===== config.mk =====
export PLATFORM = sky130hd
export DESIGN_NAME = tcf_channel
export DESIGN_NICKNAME = d
export VERILOG_FILES = /design/src/hw/tcf_channel.v
export VERILOG_INCLUDE_DIRS = /design/src /design/src/hw
export SDC_FILE = /design/constraint.sdc
export NUM_CORES = 1
export LEC_CHECK = 0
export BUFFER_PORTS_ARGS = -buffer_cell sky130_fd_sc_hd__buf_2
export CAP_MARGIN = 20
export CORE_MARGIN = 10
export CORE_UTILIZATION = 30
export CTS_CLUSTER_DIAMETER = 150
export DETAILED_ROUTE_END_ITERATION = 10
export HOLD_SLACK_MARGIN = 0.02
export PLACE_DENSITY = 0.47
export REMOVE_ABC_BUFFERS = 1
export SLEW_MARGIN = 10
export SYNTH_ARGS = -nofsm -noshare
export SYNTH_HDL_FRONTEND = slang
export SYNTH_SLANG_ARGS = --single-unit

===== constraint.sdc =====
create_clock -name aclk -period 5.51 [get_ports aclk]
set_input_delay 1.102 -clock aclk [delete_from_list [all_inputs] [get_ports aclk]]
set_output_delay 1.102 -clock aclk [all_outputs]
set_load 0.005 [all_outputs]

===== src/hw/tcf_defs.vh =====
`ifndef TCF_DEFS_VH
`define TCF_DEFS_VH

// Register indices; the byte address is four times the index.
`define TCF_IDX_GRA 16'hFFF8
`define TCF_IDX_GRB 16'hFFFA
`define TCF_IDX_CTRL 16'hFFF0
`define TCF_IDX_STAT 16'hFFF2
`define TCF_IDX_CNT 16'hFFF3
`define TCF_IDX_IRQ_STAT 16'hFFF4
`define TCF_IDX_IRQ_EN 16'hFFF5
`define TCF_IDX_IRQ_CLR 16'hFFF6

// Reset values.
`define TCF_GR_RESET 16'hFFFF
`define TCF_CNT_RESET 16'h0000
`define TCF_CTRL_RESET 6'h00

// Control register fields.
`define TCF_CTRL_MODE_LSB 0
`define TCF_CTRL_MODE_MSB 2
`define TCF_CTRL_RSVD_MODE 3
`define TCF_CTRL_CASCADE 4
`define TCF_CTRL_CAPTURE_B 5

// Status register fields.
`define TCF_ST_FLAG_B 1
`define TCF_ST_OVF 4
`define TCF_ST_UNF 5
`define TCF_ST_ONE 6
`define TCF_ST_DIR 7

// Interrupt event bit positions.
`define TCF_EV_B 0
`define TCF_EV_OVF 1
`define TCF_EV_UNF 2
`define TCF_EV_W 3

// Phase counting modes have mode bit 2 set.
`define TCF_MODE_PHASE_BIT 2

// AXI responses.
`define TCF_RESP_OKAY 2'h0
`define TCF_RESP_SLVERR 2'h2

`endif


===== src/hw/tcf_channel.v =====
`timescale 1ns/1ps
`include "tcf_defs.vh"

// Overview of operation
// (RULE_01) Flag B sets when the counter reaches register B in compare use.
// (RULE_02) Flag B sets when a capture strobe loads the counter into register B.
// (RULE_03) Flag B clears on a transfer controller start while its disable bit is zero.
// (RULE_04) Software clears flag B by writing zero after reading it as one.
// (RULE_05) Overflow flag sets when the counter wraps up from all ones to zero.
// (RULE_06) Only zero writes to flags act, and only to clear; ones are ignored.
// (RULE_07) Down counting is allowed only in phase counting or cascade counting.
// (RULE_08) In every other configuration every count tick counts upward.
// (RULE_09) Two 16-bit general registers A and B, each resetting to all ones.
// (RULE_10) Underflow flag sets on a downward wrap, cleared by read-then-write-zero.
// (RULE_11) Mode field selects normal, PWM or phase modes; top bit is reserved zero.
module tcf_channel #(
	parameter ADDR_W = 18,
	parameter CNT_W = 16
) (
	// Clock and reset.
	input wire aclk,
	input wire aresetn,
	// AXI4-Lite write channels.
	input wire [ADDR_W-1:0] s_axi_awaddr,
	input wire s_axi_awvalid,
	output wire s_axi_awready,
	input wire [31:0] s_axi_wdata,
	input wire [3:0] s_axi_wstrb,
	input wire s_axi_wvalid,
	output wire s_axi_wready,
	output reg [1:0] s_axi_bresp,
	output reg s_axi_bvalid,
	input wire s_axi_bready,
	// AXI4-Lite read channels.
	input wire [ADDR_W-1:0] s_axi_araddr,
	input wire s_axi_arvalid,
	output wire s_axi_arready,
	output reg [31:0] s_axi_rdata,
	output reg [1:0] s_axi_rresp,
	output reg s_axi_rvalid,
	input wire s_axi_rready,
	// Count ticks and capture strobe from the channel.
	input wire count_up_tick,
	input wire count_down_tick,
	input wire capture_b_strobe,
	// Transfer controller handshake.
	input wire transfer_start_b,
	input wire transfer_irq_disable_select,
	// Channel outputs.
	output wire [CNT_W-1:0] channel_counter,
	output wire [2:0] channel_mode,
	output wire match_capture_irq_b,
	output wire irq
);

	function [15:0] word_idx;
		input [ADDR_W-1:0] a;
		begin
			word_idx = a[17:2];
		end
	endfunction

	function [15:0] lane_merge;
		input [15:0] old;
		input [31:0] d;
		input [3:0] s;
		begin
			lane_merge = {s[1] ? d[15:8] : old[15:8], s[0] ? d[7:0] : old[7:0]};
		end
	endfunction

	reg [CNT_W-1:0] counter_reg;
	reg [15:0] gra_reg;
	reg [15:0] grb_reg;
	reg [5:0] ctrl_reg;
	reg flag_b_reg;
	reg ovf_reg;
	reg unf_reg;
	reg dir_reg;
	reg arm_b_reg;
	reg arm_ovf_reg;
	reg arm_unf_reg;
	reg [`TCF_EV_W-1:0] irq_stat_reg;
	reg [`TCF_EV_W-1:0] irq_en_reg;
	reg aw_full_reg;
	reg w_full_reg;
	reg [15:0] aw_idx_reg;
	reg [31:0] w_data_reg;
	reg [3:0] w_strb_reg;

	// Write path: address and data are taken in either order.
	assign s_axi_awready = !aw_full_reg && !s_axi_bvalid;
	assign s_axi_wready = !w_full_reg && !s_axi_bvalid;
	assign s_axi_arready = !s_axi_rvalid;

	wire aw_hs = s_axi_awvalid && s_axi_awready;
	wire w_hs = s_axi_wvalid && s_axi_wready;
	wire ar_hs = s_axi_arvalid && s_axi_arready;
	wire wr_fire = aw_full_reg && w_full_reg && !s_axi_bvalid;
	wire [15:0] ar_idx = word_idx(s_axi_araddr);

	wire wr_gra = wr_fire && aw_idx_reg == `TCF_IDX_GRA;
	wire wr_grb = wr_fire && aw_idx_reg == `TCF_IDX_GRB;
	wire wr_ctrl = wr_fire && aw_idx_reg == `TCF_IDX_CTRL && w_strb_reg[0];
	wire wr_stat = wr_fire && aw_idx_reg == `TCF_IDX_STAT && w_strb_reg[0];
	wire wr_irq_en = wr_fire && aw_idx_reg == `TCF_IDX_IRQ_EN && w_strb_reg[0];
	wire wr_irq_clr = wr_fire && aw_idx_reg == `TCF_IDX_IRQ_CLR &&
		w_strb_reg[0];
	wire rd_stat = ar_hs && ar_idx == `TCF_IDX_STAT;

	function wr_known;
		input [15:0] i;
		begin
			wr_known = i == `TCF_IDX_GRA || i == `TCF_IDX_GRB ||
				i == `TCF_IDX_CTRL || i == `TCF_IDX_STAT ||
				i == `TCF_IDX_IRQ_EN || i == `TCF_IDX_IRQ_CLR;
		end
	endfunction

	// Counting direction and wrap detection.
	wire [2:0] mode = ctrl_reg[`TCF_CTRL_MODE_MSB:`TCF_CTRL_MODE_LSB];
	wire down_ok = mode[`TCF_MODE_PHASE_BIT] ||
		ctrl_reg[`TCF_CTRL_CASCADE]; // [RULE_07]
	wire tick = count_up_tick || count_down_tick;
	wire go_down = down_ok && count_down_tick && !count_up_tick;
	wire go_up = tick && !go_down; // [RULE_08]
	wire [CNT_W-1:0] all_ones = {CNT_W{1'b1}};
	wire [CNT_W-1:0] all_zero = {CNT_W{1'b0}};
	wire [CNT_W-1:0] cnt_next = go_down ? counter_reg - 1'b1 :
		(go_up ? counter_reg + 1'b1 : counter_reg);
	wire ev_ovf = go_up && counter_reg == all_ones; // [RULE_05]
	wire ev_unf = go_down && counter_reg == all_zero; // [RULE_10]
	wire capture_b = ctrl_reg[`TCF_CTRL_CAPTURE_B];
	wire ev_cmp_b = !capture_b && tick && cnt_next == grb_reg; // [RULE_01]
	wire ev_cap_b = capture_b && capture_b_strobe; // [RULE_02]
	wire ev_b = ev_cmp_b || ev_cap_b;
	wire dtc_clr_b = transfer_start_b && !transfer_irq_disable_select; // [RULE_03]

	// Zero-write clears need a prior read of one.
	wire sw_clr_b = wr_stat && !w_data_reg[`TCF_ST_FLAG_B] &&
		arm_b_reg; // [RULE_04] [RULE_06]
	wire sw_clr_ovf = wr_stat && !w_data_reg[`TCF_ST_OVF] &&
		arm_ovf_reg; // [RULE_06]
	wire sw_clr_unf = wr_stat && !w_data_reg[`TCF_ST_UNF] &&
		arm_unf_reg; // [RULE_10]

	wire [7:0] stat_word;
	assign stat_word = {dir_reg, 1'b1, unf_reg, ovf_reg, 2'b00,
		flag_b_reg, 1'b0};

	wire [`TCF_EV_W-1:0] ev_vec;
	assign ev_vec = {ev_unf, ev_ovf, ev_b};

	reg [31:0] rd_word;
	reg rd_ok;
	always @* begin
		rd_word = 32'h00000000;
		rd_ok = 1'b1;
		case (ar_idx)
			`TCF_IDX_GRA: rd_word = {16'h0000, gra_reg};
			`TCF_IDX_GRB: rd_word = {16'h0000, grb_reg};
			`TCF_IDX_CTRL: rd_word = {26'h0000000, ctrl_reg};
			`TCF_IDX_STAT: rd_word = {24'h000000, stat_word};
			`TCF_IDX_CNT: rd_word = {{(32-CNT_W){1'b0}}, counter_reg};
			`TCF_IDX_IRQ_STAT: rd_word = {29'h00000000, irq_stat_reg};
			`TCF_IDX_IRQ_EN: rd_word = {29'h00000000, irq_en_reg};
			`TCF_IDX_IRQ_CLR: rd_word = 32'h00000000;
			default: rd_ok = 1'b0;
		endcase
	end

	always @(posedge aclk) begin
		if (!aresetn) begin
			aw_full_reg <= 1'b0;
			w_full_reg <= 1'b0;
			aw_idx_reg <= 16'h0000;
			w_data_reg <= 32'h00000000;
			w_strb_reg <= 4'h0;
			s_axi_bvalid <= 1'b0;
			s_axi_bresp <= `TCF_RESP_OKAY;
			s_axi_rvalid <= 1'b0;
			s_axi_rresp <= `TCF_RESP_OKAY;
			s_axi_rdata <= 32'h00000000;
		end else begin
			if (aw_hs) begin
				aw_full_reg <= 1'b1;
				aw_idx_reg <= word_idx(s_axi_awaddr);
			end
			if (w_hs) begin
				w_full_reg <= 1'b1;
				w_data_reg <= s_axi_wdata;
				w_strb_reg <= s_axi_wstrb;
			end
			if (wr_fire) begin
				aw_full_reg <= 1'b0;
				w_full_reg <= 1'b0;
				s_axi_bvalid <= 1'b1;
				s_axi_bresp <= wr_known(aw_idx_reg) ? `TCF_RESP_OKAY :
					`TCF_RESP_SLVERR;
			end else if (s_axi_bready) begin
				s_axi_bvalid <= 1'b0;
			end
			if (ar_hs) begin
				s_axi_rvalid <= 1'b1;
				s_axi_rdata <= rd_word;
				s_axi_rresp <= rd_ok ? `TCF_RESP_OKAY : `TCF_RESP_SLVERR;
			end else if (s_axi_rready) begin
				s_axi_rvalid <= 1'b0;
			end
		end
	end

	// Channel state, flags and general registers.
	always @(posedge aclk) begin
		if (!aresetn) begin
			counter_reg <= `TCF_CNT_RESET;
			gra_reg <= `TCF_GR_RESET; // [RULE_09]
			grb_reg <= `TCF_GR_RESET; // [RULE_09]
			ctrl_reg <= `TCF_CTRL_RESET;
			flag_b_reg <= 1'b0;
			ovf_reg <= 1'b0;
			unf_reg <= 1'b0;
			dir_reg <= 1'b1;
			arm_b_reg <= 1'b0;
			arm_ovf_reg <= 1'b0;
			arm_unf_reg <= 1'b0;
			irq_stat_reg <= {`TCF_EV_W{1'b0}};
			irq_en_reg <= {`TCF_EV_W{1'b0}};
		end else begin
			counter_reg <= cnt_next;
			if (go_down)
				dir_reg <= 1'b0;
			else if (go_up)
				dir_reg <= 1'b1;
			if (wr_gra)
				gra_reg <= lane_merge(gra_reg, w_data_reg, w_strb_reg);
			if (ev_cap_b)
				grb_reg <= counter_reg; // [RULE_02]
			else if (wr_grb)
				grb_reg <= lane_merge(grb_reg, w_data_reg, w_strb_reg);
			if (wr_ctrl) begin
				ctrl_reg[2:0] <= w_data_reg[2:0]; // [RULE_11]
				ctrl_reg[`TCF_CTRL_RSVD_MODE] <= 1'b0; // [RULE_11]
				ctrl_reg[5:4] <= w_data_reg[5:4];
			end
			// Setting wins over any clear in the same cycle.
			if (ev_b)
				flag_b_reg <= 1'b1;
			else if (sw_clr_b || dtc_clr_b)
				flag_b_reg <= 1'b0; // [RULE_03] [RULE_04]
			if (ev_ovf)
				ovf_reg <= 1'b1; // [RULE_05]
			else if (sw_clr_ovf)
				ovf_reg <= 1'b0;
			if (ev_unf)
				unf_reg <= 1'b1; // [RULE_10]
			else if (sw_clr_unf)
				unf_reg <= 1'b0;
			// A read that returns one arms the later zero-write clear.
			if (rd_stat)
				arm_b_reg <= flag_b_reg; // [RULE_04]
			else if (sw_clr_b || dtc_clr_b || wr_stat)
				arm_b_reg <= 1'b0;
			if (rd_stat)
				arm_ovf_reg <= ovf_reg;
			else if (wr_stat)
				arm_ovf_reg <= 1'b0;
			if (rd_stat)
				arm_unf_reg <= unf_reg; // [RULE_10]
			else if (wr_stat)
				arm_unf_reg <= 1'b0;
			if (wr_irq_en)
				irq_en_reg <= w_data_reg[`TCF_EV_W-1:0];
			irq_stat_reg <= ev_vec | (irq_stat_reg &
				~(wr_irq_clr ? w_data_reg[`TCF_EV_W-1:0] :
				{`TCF_EV_W{1'b0}}));
		end
	end

	assign channel_counter = counter_reg;
	assign channel_mode = mode;
	assign match_capture_irq_b = flag_b_reg && irq_en_reg[`TCF_EV_B];
	assign irq = |(irq_stat_reg & irq_en_reg);

endmodule // tcf_channel


==> reports/metrics.cfg, run 1 <==
[layout]
layout_commonest_cell = nand2_1
n_antenna_cell = 0
fillers = 2162
final_util = 0.362
instances_no_fill = 1081
drive_gt1_frac = 0.210
final_cell_mix = nand2_1 (123), dfxtp_1 (122), buf_2 (105)
area_delta_synth_final_pct = 18.7
nNetsFinal = 884

[clocking]
clk_pin_slew_worst_paths_ns = 0.07
numCtsBuffers = 17
cts_sinks = 122
cts_tree = done
post-cts-setup-buffers = 0
ctsResizeCount = 0
htree_levels = 4
clkLatencyLatePin_ns = 0.42
root_buffer = clkbuf_16
clk_path_buf_depth = 2
postCtsHoldBufs = 0

[sta]
worst_pin_slew_ns = 1.05
max_freq_mhz = 285
setup_ws_ns = 2.00
clock_skew_ns = 0.0108
rsz0062_at_grt = false
final_hold_viol_count = 0
slew_headroom = 0.300
setup_tns_ns = 0
final.min_clock_period_ns = 3.51
slew_viol_final = 0
finalCritPeriodShare = 0.637
setup_violations = 0

[drt]
viasPerCell = 4.93
ant_nets = 0
drt_wl_total_mm = 19.3
drt_first_pass_iters = 7
drt_iter0_drc = 473
drc = 0
post_drt_wl_per_cell_um = 17.8
vias = 5327

[logic_synthesis]
synth-simple-area-share = 0.210
yosysUniqueCellTypes = 64
synth-edff-count = 0
syn-cell-area_sq_um = 6170
yosysWarnings = 0
syn_area_per_cell_sq_um = 8.57
synth_adder_area_share = 0.00406
synth_seq_cells = 122
synthMuxAreaShare = 0.105
synth_top_family_by_area = simple AND/OR/NAND/NOR gates
ys.flop_type = dfxtp_1
syn-instance-count = 720
synthXorXnorAreaFrac = 0.0588
synthArstFlopShare = 0
ys_seq_area_frac = 0.396
synth_compound_area_frac = 0.154

[power]
seqPwrFrac = 0.425
vdd_drop_max_mv = 0.174
power.leakage_uw = 0.00312
pwr-share-clk = 0.502
power.switching_uw = 587
p_total_uw = 2190
intPower_uw = 1600
netSwitchingFraction = 0.268
cellPowerDensity_nw_per_um2 = 299
pwr-share-comb = 0.073

[floorplan]
design.die.area_sq_um = 26700
die_h_um = 163
fp.dieW_um = 163
initial_core_util = 0.305
io_pins = 146
coreArea_sq_um = 20200
fp-row-count = 52

[grt]
grt_usage = 0.143
grt_max_degree = 76
antenna_found_initial = 0
first_global_vias = 5244
grt_pass1_wl_mm = 30.0
grt-ovfl-total = 0

[placement]
pre_cts_ws_ns = 1.56
place_congestion = 0.788
io_buffers = 105
dpl.cell_count = 1049
post-dp-hpwl_mm = 13.5

[worst_setup_path]
critPathCaptureType = flip-flop
path_class = in2reg
startpoint_type = input port
crit_fanout = 7
worstPathArrival_ns = 3.84
crit_required_ns = 5.84

[hold_path]
hold_path.class = reg2reg

[status]
status = complete, no violations

[run]
drv_cap = 0

-- per-stage QoR --
stage / instance area, sq um / hold WS, ns
finish: 7320 / 0.458
global route: 7320 / 0.481
CTS: 7320 / 0.459
detailed placement: 6740 / 0.450
global placement: 6740 / 0.445
floorplan: 5840 / 0.436
-- logic make-up after synthesis --
logic type	count (synthesis)
compound gates	142
xor+xnor	33
fa+ha+maj	2
buf+inv	81
flops	122
mux	59
other cells	1
simple gates	280
-- power groups by stage --
stage | clock, uW | sequential (uW) | combinational [uW]
floorplan | 0 | 942 | 89.1
global placement | 0 | 951 | 161
detailed placement | 0 | 951 | 161
CTS | 1130 | 932 | 162
global route | 1170 | 935 | 183
finish | 1100 | 932 | 159
-- cell usage after synthesis, types with 14 or more instances --
library cell  instances  share of area
mux2i_1              41          0.067
buf_4                23          0.028
dfxtp_1             122           0.40
nor3_1               15          0.012
nand4_1              14          0.014
and2_1               14          0.014
clkbuf_1             35          0.021
a21oi_1              63          0.051
nor2_1               67          0.041
mux2_2               15          0.027
xnor2_1              17          0.024
nand2_1             123          0.075
-- metal layers --
| metal | track usage | wire (um) | vias up |
|---|---|---|---|
| met5 | 0 | 0 | - |
| met4 | 0.0430 | 198 | 0 |
| met3 | 0.0393 | 1320 | 16 |
| met2 | 0.218 | 8500 | 173 |
| met1 | 0.193 | 9240 | 2485 |
| li1 | - | - | 2653 |
-- final cells by class --
class / count / area, sq um / share of cell area
Inverter: 12 / 45.0 / 0.00615
Clock buffer: 17 / 425 / 0.0581
Sequential cell: 122 / 2440 / 0.334
Clock inverter: 15 / 151 / 0.0207
Multi-Input combinational cell: 534 / 3350 / 0.457
Timing Repair Buffer: 111 / 571 / 0.0779
Tap cell: 270 / 338 / 0.0461
-- path summary, 6_finish.rpt --
| check | start | to | slack, ns | cells past startpoint |
|---|---|---|---|---|
| hold / removal | aw_idx_reg[10] | aw_idx_reg[10] | 0.46 | 2 |
| hold reg to reg | aw_idx_reg[10] | aw_idx_reg[10] | 0.46 | 2 |
| setup reg to reg | ctrl_reg[2] | irq_stat_reg[0] | 2.43 | 7 |
| setup / recovery | count_down_tick | irq_stat_reg[0] | 2.00 | 8 |
-- worst max-delay path, stage by stage --
cell      delay, ns
buf_2          0.15
or3b_4         0.44
a211oi_1       0.77
a21oi_1        0.19
xnor3_1        0.24
nor4_1         0.42
nand4_1        0.28
o31ai_1        0.25
Note: power is estimated with default switching activity, not from simulation.
==> run 2, diff against run 1 <==
- ABC_AREA: default -> 1
- PLACE_DENSITY: 0.47 -> 0.48
- clock period: 5.51 -> 3.1 ns (I/O delays scaled with it)
==> run 2 against run 1 <==
Against the previous run: count of clock-buffer cells in the layout grew 9; die area grew 1.4%; area after synthesis grew 1.6%; sequential power grew 79%; clock skew shrank 0.0040 ns; worst setup slack lost 1.3 ns; sequential share of layout area shrank 1.0 points; flip-flop and latch count is the same.
==> reports/metrics.cfg, run 2 <==
[worst_setup_path]
reg2regPathDepth = 17
critPathCaptureType = flip-flop
crit_chain = ha_1 > inv_1 > nor2_1 > nand2_1 > nor2_1 > nand2_1 > nand2_1 > nand2_1 > nand2_1 > nor2_1 > nor2_1 > nand3_1 > nor2_1 > nand2_1 > nand3_1 > nand2_1 > inv_1
reg2reg_slack_ns = 0.74
reg2reg_from = channel_counter[1]
worstPathArrival_ns = 2.73
cpMostUsedCell = nand2_1
startpoint_type = flip-flop
r2r-end = flag_b_reg
crit_required_ns = 3.47
cpPeakStageDelay_ns = 0.55
crit_fanout = 6
critPathSlowestCell = dfxtp_1
path_class = reg2reg

[floorplan]
io_pins = 146
initial_core_util = 0.308
die_h_um = 165
fp.dieW_um = 165
fp-row-count = 52
design.die.area_sq_um = 27100
coreArea_sq_um = 20400

[clocking]
clkLatencyLatePin_ns = 0.42
root_buffer = clkbuf_16
cts_tree = done
postCtsHoldBufs = 0
post-cts-setup-buffers = 0
cts_sinks = 122
htree_levels = 4
clk_path_buf_depth = 2
ctsResizeCount = 0
numCtsBuffers = 17
clk_pin_slew_worst_paths_ns = 0.06

[sta]
final.min_clock_period_ns = 2.36
rsz0062_at_grt = false
slew_headroom = 0.587
finalCritPeriodShare = 0.763
setup_ws_ns = 0.736
max_freq_mhz = 423
setup_violations = 0
slew_viol_final = 0
timing.hold.ws_ns = 0.448
worst_pin_slew_ns = 0.618
clock_skew_ns = 0.00672
final_hold_viol_count = 0
setup_tns_ns = 0

[logic_synthesis]
synthArstFlopShare = 0
synthTopCellsByArea = dfxtp_1 (39%), nand2_1 (14%), nor2_1 (6.2%)
syn-cell-area_sq_um = 6270
syn-instance-count = 930
yosysWarnings = 0
ys_seq_area_frac = 0.390
synth_top_cell_by_area = dfxtp_1
synth_seq_cells = 122
yosysUniqueCellTypes = 40
netlist.area_leader.share = 0.390
synth_most_common_cell = nand2_1
syn_area_per_cell_sq_um = 6.74
synthTopCellsByCount = nand2_1 (231), dfxtp_1 (122), nor2_1 (104)
synth-edff-count = 0
ys.flop_type = dfxtp_1

[hold_path]
holdPathStages = 3
min_to = aw_idx_reg[6]
hold_path.class = in2reg
hp-start = s_axi_awaddr[8]

[placement]
place_congestion = 0.844
io_buffers = 105
post-dp-hpwl_mm = 15.4
pre_cts_ws_ns = 0.539

[grt]
grt_max_degree = 42
grt_pass1_wl_mm = 32.2
first_global_vias = 5998
grt_usage = 0.150
grt-ovfl-total = 0
antenna_found_initial = 0

[drt]
viasPerCell = 4.79
drt_first_pass_iters = 4
ant_nets = 0
vias = 6275
drt_iter0_drc = 338
drc = 0
post_drt_wl_per_cell_um = 15.6
drt_wl_total_mm = 20.4

[power]
pwr-share-clk = 0.495
cellPowerDensity_nw_per_um2 = 517
power.leakage_uw = 0.00349
power.switching_uw = 948
pwr-share-comb = 0.078
netSwitchingFraction = 0.243
intPower_uw = 2950
seqPwrFrac = 0.427
vdd_drop_max_mv = 0.379

[layout]
nNetsFinal = 1114
drive_gt1_frac = 0.166
final_util = 0.371
final_cell_mix = nand2_1 (231), dfxtp_1 (122), buf_2 (105)
area_delta_synth_final_pct = 20.4
layout_commonest_cell = nand2_1
n_antenna_cell = 0

[status]
status = complete, no violations

[run]
drv_cap = 0

-- run 2: cell count changes after synthesis, sizes merged, moves of 11 or more --
cell and change:
nand2 +113, inv +87, nand3 +72, nor2 +45
o211ai +42, mux2i -41, o21ai +41, xnor2 -17
mux2 -15, and2 -14, clkbuf -14, a22oi -13
a2bb2oi -11
-- run 2: kinds of logic after synthesis --
family | count (synthesis) | synth area share
simple gates | 459 | 0.315
fa+ha+maj | 2 | 0.00399
buf+inv | 154 | 0.109
xor+xnor | 1 | 0.00140
compound gates | 191 | 0.181
other cells | 1 | 0.000598
flops | 122 | 0.390
-- run 2: through the flow --
step	instance area (sq um)	std cells	total power, uW
after global routing	7550	1311	4070
after detailed placement	6970	1279	2000
after CTS	7550	1311	3940
after global placement	6970	1279	2000
after floorplan	6030	894	1850
final	7550	1311	3900
-- run 2: per-layer routing --
metal / track usage / vias to the layer above / wire [um]
li1: - / 3259 / -
met3: 0.0334 / 15 / 1170
met4: 0.0390 / 0 / 215
met5: 0 / - / 0
met1: 0.202 / 2856 / 9920
met2: 0.238 / 145 / 9110
-- run 2: final cells by class --
class / count / area (sq um)
Multi-Input combinational cell: 671 / 3210
Clock inverter: 6 / 60.1
Inverter: 101 / 379
Timing Repair Buffer: 115 / 601
Sequential cell: 122 / 2440
Clock buffer: 26 / 519
Fill cell: 2268 / 12800
Tap cell: 270 / 338
-- run 2: worst max path at each step --
stage | startpoint | end
detailed placement | count_up_tick | flag_b_reg
floorplan | capture_b_strobe | grb_reg[0]
global placement | count_up_tick | flag_b_reg
CTS | channel_counter[1] | flag_b_reg
global route | channel_counter[1] | flag_b_reg
finish | channel_counter[1] | flag_b_reg
-- run 2: power by group through the flow --
| stage | sequential [uW] | combinational (uW) | clock [uW] |
|---|---|---|---|
| floorplan | 1680 | 168 | 0 |
| global placement | 1700 | 305 | 0 |
| detailed placement | 1700 | 306 | 0 |
| CTS | 1660 | 307 | 1970 |
| global route | 1670 | 352 | 2050 |
| finish | 1670 | 305 | 1930 |
-- run 2: worst max-delay path: cells and delay by family, from the launching register on --
kind	cells	cell delay (ns)
flip-flops	1	0.55
buffers and inverters	2	0.10
adder cells (fa/ha/maj)	1	0.22
AND/OR/NAND/NOR	14	1.45
